$ cat config.mk
export PLATFORM = sky130hd
export DESIGN_NAME = rwd_watchdog
export DESIGN_NICKNAME = d
export VERILOG_FILES = /design/src/core/rwd_pkg.sv /design/src/core/rwd_channel.sv /design/src/core/rwd_watchdog.sv
export VERILOG_INCLUDE_DIRS = /design/src /design/src/core
export SDC_FILE = /design/constraint.sdc
export NUM_CORES = 1
export LEC_CHECK = 0
export BUFFER_PORTS_ARGS = -buffer_cell sky130_fd_sc_hd__buf_2
export CORE_MARGIN = 1
export CORE_UTILIZATION = 45
export DETAILED_ROUTE_END_ITERATION = 6
export GPL_ROUTABILITY_DRIVEN = 0
export PLACE_DENSITY = 0.71
export SLEW_MARGIN = 0
export SYNTH_ARGS = -nofsm -noshare
export SYNTH_HDL_FRONTEND = slang
export SYNTH_SLANG_ARGS = --single-unit
$ cat constraint.sdc
create_clock -name clk -period 5.02 [get_ports clk]
set_input_delay 0.502 -clock clk [delete_from_list [all_inputs] [get_ports clk]]
set_output_delay 0.502 -clock clk [all_outputs]
set_load 0.05 [all_outputs]
$ cat src/core/rwd_map.svh
// Register map and constants of the retriggerable watchdog
`ifndef RWD_MAP_SVH
`define RWD_MAP_SVH
`define RWD_CORE0_ADDR 32'h4000_8000
`define RWD_CORE1_ADDR 32'h4000_9000
`define RWD_MCU_ADDR 32'h4000_A000
`define RWD_PAGE_MASK 32'hFFFF_F000
`define RWD_KEY_MSB 15
`define RWD_KEY_LSB 14
`define RWD_KEY_VALUE 2'h2
`define RWD_ENABLE_BIT 13
`define RWD_PRESCALE_BIT 12
`define RWD_RELOAD_MSB 11
`define RWD_PRESCALE_SLOW 14'h3FFF
`define RWD_PRESCALE_FAST 14'h0001
`define RWD_RESET_RELOAD 12'hFFF
`endif

$ cat src/core/rwd_pkg.sv
// Types shared by the watchdog files
package rwd_pkg;
	typedef struct packed {
		logic psel;
		logic penable;
		logic pwrite;
		logic [31:0] paddr;
		logic [31:0] pwdata;
	} rwd_apb_req_t;
	typedef struct packed {
		logic enable;
		logic prescale;
		logic [11:0] reload;
	} rwd_cfg_t;
	typedef enum logic {
		RWD_UNCONFIGURED,
		RWD_LOCKED
	} rwd_state_t;
endpackage

$ cat src/core/rwd_channel.sv
// One watchdog channel: lock-once configuration, prescaler, counter
`timescale 1ns/1ps
`include "rwd_map.svh"
module rwd_channel (
	// Clock and reset
	input wire logic clk,
	input wire logic reset,
	// Register access
	input wire logic wrStrobe,
	input wire logic [31:0] wrData,
	input wire logic debugHalt,
	// Status
	output rwd_pkg::rwd_cfg_t cfg,
	output logic timeoutPulse
);
	rwd_pkg::rwd_state_t state_r, state_nxt;
	rwd_pkg::rwd_cfg_t cfg_r, cfg_nxt;
	logic [13:0] pre_r, pre_nxt;
	logic [11:0] cnt_r, cnt_nxt;
	logic pulse_r, pulse_nxt;
	logic tick;
	logic keyOk;

	assign cfg = cfg_r;
	assign timeoutPulse = pulse_r;

	always_comb begin
		// Key must match before lower bits may change
		// key check
		keyOk = wrData[`RWD_KEY_MSB:`RWD_KEY_LSB] == `RWD_KEY_VALUE;
		state_nxt = state_r;
		cfg_nxt = cfg_r;
		if (wrStrobe && keyOk && state_r == rwd_pkg::RWD_UNCONFIGURED) begin
			state_nxt = rwd_pkg::RWD_LOCKED;
			cfg_nxt.enable = wrData[`RWD_ENABLE_BIT];
			cfg_nxt.prescale = wrData[`RWD_PRESCALE_BIT];
			cfg_nxt.reload = wrData[`RWD_RELOAD_MSB:0];
		end
	end

	always_comb begin
		tick = 1'b0;
		pre_nxt = pre_r;
		cnt_nxt = cnt_r;
		pulse_nxt = pulse_r;
		if (cfg_r.enable) begin
			if (pre_r == 14'h0000) begin
				tick = 1'b1;
				pre_nxt = cfg_r.prescale ? `RWD_PRESCALE_SLOW
					: `RWD_PRESCALE_FAST;
			end else begin
				pre_nxt = pre_r - 14'h0001;
			end
		end
		if (cfg_r.enable && tick) begin
			pulse_nxt = 1'b0;
			if (cnt_r == 12'h000) begin
				cnt_nxt = cfg_r.reload;
			end else begin
				cnt_nxt = cnt_r - 12'h001;
				pulse_nxt = (cnt_r == 12'h001) && !debugHalt;
			end
		end
		if (!cfg_r.enable || debugHalt) begin
			pulse_nxt = 1'b0;
		end
		if (wrStrobe) begin
			cnt_nxt = (state_r == rwd_pkg::RWD_UNCONFIGURED)
				? cfg_nxt.reload : cfg_r.reload;
			pulse_nxt = 1'b0;
		end
	end

	always_ff @(posedge clk or posedge reset) begin
		if (reset) begin
			state_r <= rwd_pkg::RWD_UNCONFIGURED;
			cfg_r <= '{enable: 1'b0, prescale: 1'b0,
				reload: `RWD_RESET_RELOAD};
			pre_r <= 14'h0000;
			cnt_r <= `RWD_RESET_RELOAD;
			pulse_r <= 1'b0;
		end else begin
			state_r <= state_nxt;
			cfg_r <= cfg_nxt;
			pre_r <= pre_nxt;
			cnt_r <= cnt_nxt;
			pulse_r <= pulse_nxt;
		end
	end
endmodule

$ cat src/core/rwd_watchdog.sv
// Three-channel watchdog with APB register slave
`timescale 1ns/1ps
`include "rwd_map.svh"
module rwd_watchdog (
	// Clock and reset
	input wire logic clk,
	input wire logic reset,
	// APB slave
	input wire rwd_pkg::rwd_apb_req_t apbReq,
	output logic [31:0] prdata,
	output logic pready,
	output logic pslverr,
	// Debugger halt per core
	input wire logic [2:0] debugHalt,
	// Timeout pulses
	output logic core0TimeoutPulse,
	output logic core1TimeoutPulse,
	output logic mcuTimeoutPulse
);
	logic [2:0] wrSel;
	logic [2:0] pulse;
	rwd_pkg::rwd_cfg_t cfg [3];
	logic [31:0] prdata_r, prdata_nxt;
	logic pslverr_r, pslverr_nxt;
	logic [2:0] out_r, out_nxt;

	// Decode a bus address into a channel index, 3 when unmapped
	function automatic logic [1:0] chanOf(input logic [31:0] a);
		unique case (a)
			`RWD_CORE0_ADDR: chanOf = 2'h0;
			`RWD_CORE1_ADDR: chanOf = 2'h1;
			`RWD_MCU_ADDR: chanOf = 2'h2;
			default: chanOf = 2'h3;
		endcase
	endfunction

	logic access;
	logic [1:0] chan;
	assign access = apbReq.psel && apbReq.penable;
	assign chan = chanOf(apbReq.paddr);

	genvar g;
	generate
		for (g = 0; g < 3; g++) begin : gChan
			assign wrSel[g] = access && apbReq.pwrite && chan == 2'(g);
			rwd_channel uChan (
				.clk(clk),
				.reset(reset),
				.wrStrobe(wrSel[g]),
				.wrData(apbReq.pwdata),
				.debugHalt(debugHalt[g]),
				.cfg(cfg[g]),
				.timeoutPulse(pulse[g])
			);
		end
	endgenerate

	always_comb begin
		prdata_nxt = 32'h0000_0000;
		pslverr_nxt = 1'b0;
		out_nxt = pulse;
		if (apbReq.psel && !apbReq.penable) begin
			if (chanOf(apbReq.paddr) == 2'h3) begin
				pslverr_nxt = 1'b1;
			end else if (!apbReq.pwrite) begin
				prdata_nxt[`RWD_ENABLE_BIT] =
					cfg[chanOf(apbReq.paddr)].enable;
				prdata_nxt[`RWD_PRESCALE_BIT] =
					cfg[chanOf(apbReq.paddr)].prescale;
				prdata_nxt[`RWD_RELOAD_MSB:0] =
					cfg[chanOf(apbReq.paddr)].reload;
			end
		end else if (access) begin
			prdata_nxt = prdata_r;
			pslverr_nxt = pslverr_r;
		end
	end

	always_ff @(posedge clk or posedge reset) begin
		if (reset) begin
			prdata_r <= 32'h0000_0000;
			pslverr_r <= 1'b0;
			out_r <= 3'h0;
			pready <= 1'b0;
		end else begin
			prdata_r <= prdata_nxt;
			pslverr_r <= pslverr_nxt;
			out_r <= out_nxt;
			pready <= 1'b1;
		end
	end

	assign prdata = prdata_r;
	assign pslverr = pslverr_r;
	assign core0TimeoutPulse = out_r[0];
	assign core1TimeoutPulse = out_r[1];
	assign mcuTimeoutPulse = out_r[2];
endmodule
Yosys cells after proc, flatten, opt, wreduce, memory -nomap -nowiden
Index checks and enable logic that the tools add are counted.
Storage, ports and cells
  logic and storage cells: 143
  bits of input ports: 72
  flip-flop bits (word level): 163
Cells by class
  eq/ne operators: 11
  $lt $le $gt $ge: 1
  mux-type cells: 55
  reductions and logical operators: 41
  bitwise logic cells: 4
  $add $sub $neg: 6
Operator list (count)
  $mux W12: 15
  $mux W14: 11
  $eq A32 B31 Y1 const B: 3
  $logic_not A14 Y1: 3
  $sub A14 B1 Y14 const B: 3
  $eq A12 B1 Y1 const B: 3
  $logic_not A12 Y1: 3
  $sub A12 B1 Y12 const B: 3
  $mux W32: 1
  $bmux W14 S2: 1
  $mux W1: 21
  $logic_and A1 B1 Y1: 18
  $mux W18: 1
  $reduce_bool A3 Y1: 3
  $mux W2: 4
  $logic_not A1 Y1: 7
  $eq A2 B2 Y1 const B: 3
  $pmux W2 S3: 1
  $reduce_bool A2 Y1: 3
  $ge A3 B3 Y1 const B: 1
  $logic_or A1 B1 Y1: 3
  $not A1 Y1: 3
  $not A2 Y3: 1
  $eq A2 B1 Y1 const B: 1
  2 further kinds: 2

Longest topological paths before layout
Gate-level depths: netlist (run 1).
  depth in word-level cells: 13
  mapped depth: 8

Hierarchy
Synthesis (run 1) repeated with hierarchy kept, for this count alone.
Unflattened totals
  cell total of the unflattened synthesis: 912
  area total of the unflattened synthesis: 8506.9 um^2
By module, submodules not included
  rwd_channel (gChan[0].uChan ...): times used 2, sequential area each 1081.0 um^2, cells an instance 253, area an instance 2376.0 um^2
  rwd_channel (gChan[2].uChan): times used 1, sequential area each 1081.0 um^2, cells an instance 264, area an instance 2521.2 um^2
  rwd_watchdog: times used 1, sequential area each 475.5 um^2, cells an instance 142, area an instance 1233.7 um^2

Worst setup path before layout (run 1)
Ideal clock, no wire load.
  path kind: register -> register
  start: reg gChan[2].uChan.pre_r[0]
  end: reg gChan[2].uChan.cnt_r[7]
  arrival time: 2.351 ns
  slack: 2.575 ns
  clock period less this slack: 2.445 ns
  setup time: 0.094 ns
  cell stages (with the launch flop): 9
  cells stage by stage: dfrtp_1 inv_1 ha_1 or4b_1 or4_4 buf_6 o21a_1 o32ai_1 a21oi_1
Between the ends
  cells in the longest elaborated chain, start to end: 5
Ends and longest elaborated chain
  start: declaration: line rwd_channel.sv:18  | logic [13:0] pre_r, pre_nxt;
  start signal: assignment: line rwd_channel.sv:85  | pre_r <= pre_nxt;
  $logic_not A14 Y1: line rwd_channel.sv:47  | if (pre_r == 14'h0000) begin
  $mux W1: line rwd_channel.sv:47
  $mux W1: line rwd_channel.sv:46  | if (cfg_r.enable) begin
  $logic_and A1 B1 Y1: line rwd_channel.sv:55  | if (cfg_r.enable && tick) begin
  $reduce_bool A2 Y1 (no source line)
  end signal: assignment: line rwd_channel.sv:80  | cnt_r <= `RWD_RESET_RELOAD;
  end signal: assignment: line rwd_channel.sv:86  | cnt_r <= cnt_nxt;
  end: declaration: line rwd_channel.sv:19  | logic [11:0] cnt_r, cnt_nxt;
Every way passes these cells.
A chain may end at the register's enable or synchronous reset.

Worst setup path in the final report (run 1)
  start: reg gChan[0].uChan.cfg_r, in the netlist gChan[0].uChan.cfg[13]
  end: reg gChan[0].uChan.cnt_r[11]
Between the ends
  cells in the longest elaborated chain, start to end: 3
Ends and longest elaborated chain
  start: declaration: line rwd_channel.sv:17  | rwd_pkg::rwd_cfg_t cfg_r, cfg_nxt;
  start signal: assignment: line rwd_channel.sv:77  | cfg_r <= '{enable: 1'b0, prescale: 1'b0,
  start signal: assignment: line rwd_channel.sv:84  | cfg_r <= cfg_nxt;
  $mux W1: line rwd_channel.sv:46
  $logic_and A1 B1 Y1 (*): line rwd_channel.sv:55
  $reduce_bool A2 Y1 (no source line) (*)
  end signal: assignment: line rwd_channel.sv:80
  end signal: assignment: line rwd_channel.sv:86
  end: declaration: line rwd_channel.sv:19
Mark *: on every way between the ends. The rest lies on a longest branch, timed or not.

==> out/results.ini, run 1 <==
[logic_synthesis]
synth_area_leaders = dfstp_2 22%, dfrtp_1 21%, mux2_2 6.4%
yosys.area.top_type = dfstp_2
ys_types = 68
synth_seq_cells = 145
yosysWarnings = 0
synth.avg_cell_area_um2 = 9.64
synth-compound-area-share = 0.173
synth_cells = 899
synth.top_cell.area_share = 0.218
synth_fa_ha_area_frac = 0.0173
synth_area_um2 = 8670
yosysSeqAreaShare = 0.429
muxShareOfSynthArea = 0.122
synth_top_family_by_area = simple AND/OR/NAND/NOR gates
synth_simple_gate_area_frac = 0.210
synth_edf_count = 0
async_reset_ff_frac = 1.00
synth-xor-area-share = 0
synth_top_flop_cell = dfrtp_1

[cells_and_area]
layout-drive-gt1-share = 0.263
fin_area_um2 = 9790
nFillCells = 1706
diodes = 0
mostFrequentLayoutCells = 74 x buf_2, 73 x dfrtp_1, 72 x dfstp_2
areaGrowthSynthToFinish_pct = 12.9
final_common_cell = buf_2
fin_nets = 1044
final_core_util = 0.521

[pwr]
clkPwrFrac = 0.506
power_frac_seq = 0.446
p_per_area_nw_per_um2 = 269
power.switching_uw = 630
total_power_mw = 2.63
p_sw_frac = 0.239
p_int_mw = 2.00
power_frac_comb = 0.049
peakVddDrop_mv = 0.330
leakage_nw = 4.17

[timing]
hold_viol = 0
slew_viol_final = 0
hold_ws_ns = 0.238
min_period_ns = 3.08
setup_viol = 0
final_min_period_over_clock_period = 0.613
fin_worst_skew_ns = 0.0115
rsz0062_at_grt = no
tns_ns = 0
worst_pin_slew_ns = 1.09
max_freq_mhz = 325
relSlewSlack = 0.265

[critical_path]
worstPathRequired_ns = 5.36
startpoint_type = flop
crit_type = flop to flop
critPathCaptureType = flop
crit_path_max_fanout = 22
cp.arrival_ns = 3.41

[outcome]
outcome = complete, no violations

[cts]
clock_latency_ns = 0.43
cts_resized = 0
hold_buffers = 0
cts_buffers = 17
clk_pin_slew_ns = 0.06
cts_root_buffer = clkbuf_16
cts_tree = built
post_cts_buffers = 0
cts_sinks = 145
cts_max_level = 4
cts.path.max_buffers = 2

[floorplan]
die-area_um2 = 19800
die_h_um = 141
die_w_um = 141
ioPinCount = 109
row_count = 50
core_um2 = 18800
initial_core_util = 0.462

[grt]
grt_overflow_total = 0
grt_util_met3 = 0.0404
grt_pass1_wl_um = 35400
grt_pass1_vias = 6786
use_met2 = 0.369
grt_max_degree = 97
antenna_found_initial = 0
grt_util_met1 = 0.310
track_usage = 0.227
grt_busiest_layer = met2

[drt]
drcViolationCount = 0
ant_nets = 0
num_vias = 7265
drt-total-wl_um = 21800
wl_per_cell_um = 18.0
drt_iter0_drc = 524
avgViaCountPerCell = 6.02
firstDrtPassIters = 5

[worst_hold_path]
hold_path.class = input pin to flop

[run]
cap_violations = 0

[placed_design]
place_hpwl_um = 15100
io_buffers = 74
place_area_um2 = 9170

per-stage QoR:
| step | setup WS (ns) | cells |
|---|---|---|
| CTS | 1.96 | 1207 |
| floorplan | 0.743 | 916 |
| finish | 1.94 | 1207 |
| global route | 1.70 | 1207 |
| detailed placement | 1.78 | 1175 |
| global placement | 1.81 | 1175 |
cells by family after synthesis:
group                    Yosys count
AO/OA/AOI/OAI                    228
flip-flops                       145
AND/OR/NAND/NOR                  325
other                              2
buffers and inverters             88
adder cells (fa/ha/maj)           12
multiplexers                      99
registers in the layout (all words and copies together) (netlist names):
| register | flops |
|---|---|
| gChan.uChan.cfg | 42 |
| gChan.uChan.pre_r | 42 |
| gChan.uChan.cnt_r | 36 |
| prdata | 14 |
| gChan.uChan.state_r | 3 |
| gChan.uChan.timeoutPulse | 3 |
| out_r | 3 |
| pready | 1 |
| pslverr | 1 |
synth_stat cells (4+ instances only):
master      n
dfrtp_1    73
dfstp_2    72
nand2_1    69
a21oi_1    65
nor2_1     57
mux2_2     49
mux2i_1    49
nor3_1     41
o21ai_0    38
inv_1      31
clkbuf_1   30
nand3_1    26
buf_4      19
nor4_1     19
nand4_1    16
o211ai_1   16
a211oi_1   15
a21o_1     14
ha_1       12
nor2b_1    12
or4_1      12
a2bb2oi_1  11
o31ai_1    11
or3_1      11
nor4b_1    10
o22ai_1    10
nand2b_1    8
o21a_1      7
a31oi_1     5
and3_1      5
and4_1      5
nand4b_1    5
nor3b_1     5
o21bai_1    5
o221ai_1    5
o2bb2ai_1   5
or2_2       4
power groups by stage:
stage	logic (mW)	clock network, mW	registers, mW
2_1_floorplan	0.0841	0	1.20
3_3_place_gp	0.128	0	1.19
3_5_place_dp	0.129	0	1.19
4_1_cts	0.129	1.35	1.17
5_1_grt	0.138	1.41	1.17
6_report	0.128	1.33	1.17
routing by layer:
metal  vias up  routed length [um]
met4         0                 375
met3        25                1120
met1      3553                9890
met5         -                   0
li1       3476                   -
met2       211               10400
worst paths after layout:
kind | startpoint | end | slack (ns) | cells after the start
worst max register to register | gChan[0].uChan.cfg[13] | gChan[0].uChan.cnt_r[11] | 1.94 | 5
max in group asynchronous | reset | gChan[2].uChan.pre_r[3] | 3.60 | 3
worst min register to register | gChan[1].uChan.timeoutPulse | out_r[1] | 0.38 | 0
min in group asynchronous | reset | prdata[12] | 0.25 | 2
worst max-delay path | gChan[0].uChan.cfg[13] | gChan[0].uChan.cnt_r[11] | 1.94 | 5
worst min-delay path | debugHalt[0] | gChan[0].uChan.timeoutPulse | 0.24 | 2
worst max-delay path, cell delays in order (launching register included):
cell,delay (ns)
dfrtp_1,0.77
nor4bb_1,0.63
nand4_1,0.69
or4_1,0.68
a21oi_1,0.15
a21oi_1,0.09
layout make-up:
class / instances / area (um2) / area share
clock buffers: 20 / 478 / 0.0488
clock inverters: 12 / 143 / 0.0146
inverters: 31 / 121 / 0.0124
multi-input cells: 683 / 4600 / 0.470
flip-flops and latches: 145 / 3720 / 0.380
well taps: 234 / 293 / 0.0299
repair buffers: 82 / 430 / 0.0440
(Power assumes the default switching activity.)
==> run 2, diff against run 1 <==
- ABC_AREA: unset -> 1
- clock period: 5.02 -> 3 ns (I/O delays scaled with it)
==> out/results.ini, run 2 <==
[run]
cap_violations = 0  ; unchanged

[critical_path]
cp-startpoint = gChan[1].uChan.pre_r[0]  ; was gChan[0].uChan.cfg[13]
cp.arrival_ns = 2.77  ; was 3.41 ns
crit_path_max_fanout = 11  ; was 22
r2r.worst_path.cells = 11  ; was 5
worstPathRequired_ns = 3.36  ; was 5.36 ns
crit_chain = inv_1 -> ha_1 -> nand2_1 -> nor3_2 -> nand2_1 -> nor2_1 -> a21oi_2 -> inv_1 -> o21ai_0 -> inv_1 -> nand2_1  ; was nor4bb_1 -> nand4_1 -> or4_1 -> a21oi_1 -> a21oi_1
r2r_start = gChan[1].uChan.pre_r[0]  ; was gChan[0].uChan.cfg[13]
startpoint_type = flop  ; unchanged
worst_path_max_delay_cell = nor2_1  ; was dfrtp_1
setup.worst_path.end = gChan[1].uChan.cnt_r[2]  ; was gChan[0].uChan.cnt_r[11]
critPathCaptureType = flop  ; unchanged
reg2reg_to = gChan[1].uChan.cnt_r[2]  ; was gChan[0].uChan.cnt_r[11]
crit_type = flop to flop  ; unchanged
rrSetupSlack_ns = 0.59  ; was 1.94 ns
slowest_delay_ns = 0.40  ; was 0.77 ns

[grt]
grt_max_degree = 146  ; was 97
grt_overflow_total = 0  ; unchanged
grt_pass1_vias = 7912  ; was 6,786
antenna_found_initial = 0  ; unchanged
grt_pass1_wl_um = 39500  ; was 35,400 um
track_usage = 0.233  ; was 0.227

[cells_and_area]
areaGrowthSynthToFinish_pct = 12.4  ; was 12.9%
mostFrequentLayoutCells = 383 x nand2_1, 171 x nor2_1, 169 x inv_1  ; was 74 x buf_2, 73 x dfrtp_1, 72 x dfstp_2
layout-drive-gt1-share = 0.168  ; was 0.263
final_common_cell = nand2_1  ; was buf_2
diodes = 0  ; unchanged
fin_nets = 1489  ; was 1,044

[timing]
fin_worst_skew_ns = 0.00804  ; was 0.0115 ns
tns_ns = 0  ; unchanged
rsz0062_at_grt = no  ; unchanged
max_freq_mhz = 416  ; was 325 MHz
worst_pin_slew_ns = 0.848  ; was 1.09 ns
slew_viol_final = 0  ; unchanged
hold_viol = 0  ; unchanged
relSlewSlack = 0.432  ; was 0.265
min_period_ns = 2.41  ; was 3.08 ns
final_min_period_over_clock_period = 0.802  ; was 0.613
setup_viol = 0  ; unchanged

[pwr]
power.switching_mw = 1.02  ; was 630 uW
peakVddDrop_mv = 0.393  ; was 0.330 mV
p_sw_frac = 0.236  ; was 0.239
power_frac_comb = 0.046  ; was 0.049
p_per_area_nw_per_um2 = 412  ; was 269 nW/um2
leakage_nw = 5.39  ; was 4.17 nW
total_power_mw = 4.33  ; was 2.63 mW
clkPwrFrac = 0.501  ; was 0.506
power_frac_seq = 0.454  ; was 0.446
p_int_mw = 3.31  ; was 2.00 mW

[logic_synthesis]
yosysSeqAreaShare = 0.398  ; was 0.429
async_reset_ff_frac = 1.00  ; unchanged
synth_seq_cells = 145  ; unchanged
synth_edf_count = 0  ; unchanged
yosysWarnings = 0  ; unchanged
synth_area_leaders = dfstp_2 20%, dfrtp_1 20%, nand2_1 15%  ; was dfstp_2 22%, dfrtp_1 21%, mux2_2 6.4%
synth_top_flop_cell = dfrtp_1  ; unchanged
yosys.area.top_type = dfstp_2  ; unchanged
synth.top_cell.area_share = 0.202  ; was 0.218
synth_area_um2 = 9350  ; was 8670 um2
synth_cells = 1335  ; was 899
synth.avg_cell_area_um2 = 7.00  ; was 9.64 um2
synth_most_common_cell = nand2_1  ; was dfrtp_1
yosys-top-cells-count = 383 x nand2_1, 171 x nor2_1, 170 x inv_1  ; was 73 x dfrtp_1, 72 x dfstp_2, 69 x nand2_1
ys_types = 45  ; was 68

[placed_design]
io_buffers = 74  ; unchanged
place_hpwl_um = 17400  ; was 15,100 um

[floorplan]
die_w_um = 146  ; was 141 um
die_h_um = 146  ; was 141 um
core_um2 = 20300  ; was 18,800 um2
die-area_um2 = 21400  ; was 19,800 um2
row_count = 52  ; was 50
initial_core_util = 0.461  ; was 0.462
ioPinCount = 109  ; unchanged

[drt]
drt-total-wl_um = 23900  ; was 21,800 um
wl_per_cell_um = 14.1  ; was 18.0 um
drcViolationCount = 0  ; unchanged
num_vias = 8739  ; was 7,265
avgViaCountPerCell = 5.18  ; was 6.02
ant_nets = 0  ; unchanged
firstDrtPassIters = 4  ; was 5
drt_iter0_drc = 779  ; was 524

[cts]
clk_pin_slew_ns = 0.06  ; about the same
cts_resized = 0  ; unchanged
cts_buffers = 17  ; unchanged
hold_buffers = 0  ; unchanged
cts_root_buffer = clkbuf_16  ; unchanged
post_cts_buffers = 0  ; unchanged
clock_latency_ns = 0.44  ; was 0.43 ns
cts_max_level = 4  ; unchanged
cts.path.max_buffers = 2  ; unchanged
cts_sinks = 145  ; unchanged
cts_tree = built  ; unchanged

[worst_hold_path]
hold_path.class = input pin to async pin  ; was input pin to flop

[outcome]
outcome = complete, no violations  ; unchanged

run 2: logic make-up after synthesis:
family / count (synthesis) / share of synthesized area
buf+inv: 228 / 0.105
xor+xnor: 26 / 0.0244
flops: 145 / 0.398
other cells: 2 / 0.000803
simple gates: 750 / 0.345
compound gates: 172 / 0.111
fa+ha+maj: 12 / 0.0161
run 2: worst min path at each step:
stage	start	to	slack [ns]
2_1_floorplan	gChan[1].uChan.timeoutPulse	out_r[1]	0.35
3_3_place_gp	gChan[0].uChan.timeoutPulse	out_r[0]	0.37
3_5_place_dp	gChan[0].uChan.timeoutPulse	out_r[0]	0.37
4_1_cts	apbReq[65]	pslverr	0.09
5_1_grt	apbReq[65]	pslverr	0.1
6_report	reset	gChan[1].uChan.pre_r[5]	0.08
run 2: metrics by stage:
stage          setup WS [ns]  utilization  cells  hold WS (ns)  instance area [um2]
2_1_floorplan          0.940            -   1352         0.354                 9420
3_3_place_gp           0.624        0.489   1656         0.365                 9920
3_5_place_dp           0.581        0.489   1656         0.372                 9920
4_1_cts                0.599        0.518   1688        0.0928                10500
5_1_grt                0.301        0.518   1688        0.0959                10500
6_report               0.595        0.518   1688        0.0752                10500
run 2: final cells by class:
cell class / count / area [um2]
clock buffer: 18 / 429
clock inverter: 14 / 165
inverter: 174 / 657
multi-input combinational: 979 / 4720
sequential: 145 / 3720
timing repair buffer: 88 / 488
fill: 2013 / 9790
tap: 270 / 338
run 2: power by group through the flow:
stage	Sequential [mW]	Combinational (mW)	Clock [mW]
6_report	1.96	0.199	2.17
5_1_grt	1.96	0.219	2.29
4_1_cts	1.96	0.201	2.20
3_5_place_dp	2.00	0.201	0
3_3_place_gp	2.00	0.200	0
2_1_floorplan	2.00	0.133	0
run 2: layer usage:
layer | share of wire | track usage
met1 | 0.47 | 0.330
met2 | 0.45 | 0.361
met3 | 0.062 | 0.0475
met4 | 0.017 | 0.0656
met5 | 0 | 0
run 2: critical path: cells and delay by family (launching register included):
kind	cells	cell delay [ns]
compound gates	2	0.26
simple gates	5	1.10
buf+inv	3	0.39
flops	1	0.38
fa+ha+maj	1	0.21
==> run 3, diff against run 2 <==
- ABC_AREA: 1 -> 0
- PLACE_DENSITY: 0.71 -> 0.74
- clock period: 3 -> 1.9 ns (I/O delays scaled with it)
==> out/results.ini, run 3 (synthesis results as in run 1) <==
[critical_path]
startpoint_type = flop  ; unchanged
r2r.worst_path.cells = 10  ; was 11
crit_type = flop to flop  ; unchanged
critPathCaptureType = flop  ; unchanged
cp.arrival_ns = 2.63  ; was 2.77 ns
crit_path_max_fanout = 2  ; was 11
worstPathRequired_ns = 2.25  ; was 3.36 ns

[cells_and_area]
final_common_cell = buf_4  ; was nand2_1
layout-drive-gt1-share = 0.463  ; was 0.168
areaGrowthSynthToFinish_pct = 36.9  ; was 12.4%
mostFrequentLayoutCells = 133 x buf_4, 74 x buf_2, 73 x dfrtp_1  ; was 383 x nand2_1, 171 x nor2_1, 169 x inv_1
fin_nets = 1208  ; was 1,489
fin_area_um2 = 11900  ; was 10,500 um2
final_core_util = 0.632  ; was 0.518
diodes = 0  ; unchanged

[pwr]
power_frac_seq = 0.460  ; was 0.454
clkPwrFrac = 0.487  ; was 0.501
p_sw_frac = 0.235  ; was 0.236
leakage_nw = 5.18  ; was 5.39 nW
peakVddDrop_mv = 0.536  ; was 0.393 mV
power.switching_mw = 1.58  ; was 1.02 mW
p_per_area_nw_per_um2 = 568  ; was 412 nW/um2
p_int_mw = 5.16  ; was 3.31 mW
total_power_mw = 6.74  ; was 4.33 mW
power_frac_comb = 0.053  ; was 0.046

[drt]
drt_iter0_drc = 730  ; was 779
num_vias = 8330  ; was 8,739
drcViolationCount = 0  ; unchanged
avgViaCountPerCell = 6.08  ; was 5.18
ant_nets = 0  ; unchanged
drt-total-wl_um = 25600  ; was 23,900 um
wl_per_cell_um = 18.7  ; was 14.1 um
firstDrtPassIters = 5  ; was 4

[grt]
antenna_found_initial = 0  ; unchanged
track_usage = 0.258  ; was 0.233
grt_pass1_wl_um = 40500  ; was 39,500 um
grt_overflow_total = 0  ; unchanged
grt_max_degree = 82  ; was 146
grt_pass1_vias = 8106  ; was 7,912

[outcome]
outcome = finished, violations left  ; was complete, no violations
violations = setup timing

[placed_design]
place_area_um2 = 10300  ; was 9920 um2
place_ws_ns = -0.393  ; was 0.581 ns
io_buffers = 74  ; unchanged
place_hpwl_um = 16900  ; was 17,400 um

[timing]
fin_ws_ns = -0.382  ; was 0.595 ns
tns_ns = -13.35  ; was 0 ns
fin_worst_skew_ns = 0.0121  ; was 0.00804 ns
slew_viol_final = 0  ; unchanged
min_period_ns = 2.28  ; was 2.41 ns
final_min_period_over_clock_period = 1.20  ; was 0.802
relSlewSlack = 0.450  ; was 0.432
max_freq_mhz = 438  ; was 416 MHz
rsz0062_at_grt = yes  ; was no
worst_pin_slew_ns = 0.824  ; was 0.848 ns
setup_viol = 63  ; was 0
hold_viol = 0  ; unchanged

[floorplan]
die_h_um = 141  ; was 146 um
core_um2 = 18800  ; was 20,300 um2
die-area_um2 = 19800  ; was 21,400 um2
initial_core_util = 0.462  ; was 0.461
ioPinCount = 109  ; unchanged
die_w_um = 141  ; was 146 um
row_count = 50  ; was 52

[cts]
clk_pin_slew_ns = 0.06  ; about the same
cts_tree = built  ; unchanged
cts_root_buffer = clkbuf_16  ; unchanged
cts.path.max_buffers = 2  ; unchanged
clock_latency_ns = 0.43  ; was 0.44 ns
cts_sinks = 145  ; unchanged
cts_max_level = 4  ; unchanged
cts_buffers = 17  ; unchanged

[run]
cap_violations = 0  ; unchanged

[worst_hold_path]
hold_depth = 2
hold_path.class = input pin to flop  ; was input pin to async pin

-- run 3: cell types whose count changed in the layout (fill, tap and decap cells not counted), moves of 24 or more --
cell	delta
o21ai_0	-57
nor2_1	-121
mux2_2	+48
a22oi_1	-24
mux2i_1	+48
inv_1	-142
buf_4	+120
buf_6	+27
nand3_1	-73
nand2_1	-317
-- run 3: worst max-delay path, stage by stage (launching register included) --
cell	delay [ns]
dfrtp_1	0.40
inv_2	0.08
ha_4	0.13
or4b_4	0.46
buf_4	0.16
buf_6	0.11
nor4_4	0.15
buf_4	0.18
a41oi_2	0.09
a311o_1	0.36
o21ai_1	0.09
-- run 3: area by class of cell --
class	count	area, um2
well taps	234	293
multi-input cells	683	5290
inverters	31	120
clock buffers	22	454
clock inverters	10	113
flip-flops and latches	145	3720
repair buffers	246	1880
fillers	1421	6910
-- run 3: repair_timing --
item / CTS / global route
hold endpoints to repair: 76 / 0
buffers inserted: 18 / 12
hold buffers: 4 / 0
pin swaps: 52 / 43
cloned: 2 / 0
gates resized for setup: 95 / 68
endpoints found under the setup margin: 71 / 76
-- run 3: per-stage QoR --
stage          cells  hold WS [ns]
3_3_place_gp    1306         0.345
2_1_floorplan    916         0.255
6_report        1371        0.0496
4_1_cts         1360        0.0384
3_5_place_dp    1306         0.343
5_1_grt         1371        0.0513
-- run 3: layer usage --
metal	vias to the layer above	GRT usage	routed length, um
met5	-	0	0
met4	0	0.114	783
met3	64	0.0537	1580
met2	333	0.424	12600
met1	4121	0.327	10600
li1	3812	-	-
-- run 3: power by group through the flow --
stage / sequential, mW / clock (mW) / combinational [mW]
2_1_floorplan: 3.16 / 0 / 0.224
5_1_grt: 3.10 / 3.45 / 0.385
3_5_place_dp: 3.15 / 0 / 0.348
6_report: 3.10 / 3.28 / 0.356
3_3_place_gp: 3.15 / 0 / 0.346
4_1_cts: 3.10 / 3.32 / 0.357
-- run 3: path summary, 6_finish.rpt --
path	slack, ns	endpoint	start
setup reg to reg	-0.38	gChan[2].uChan.cnt_r[10]	gChan[2].uChan.pre_r[1]
hold / removal	0.05	gChan[2].uChan.cfg[12]	apbReq[12]
hold reg to reg	0.38	out_r[2]	gChan[2].uChan.timeoutPulse
setup / recovery	-0.38	gChan[2].uChan.cnt_r[10]	gChan[2].uChan.pre_r[1]
min in group asynchronous	0.45	pslverr	reset
max in group asynchronous	1.02	gChan[0].uChan.cnt_r[1]	reset
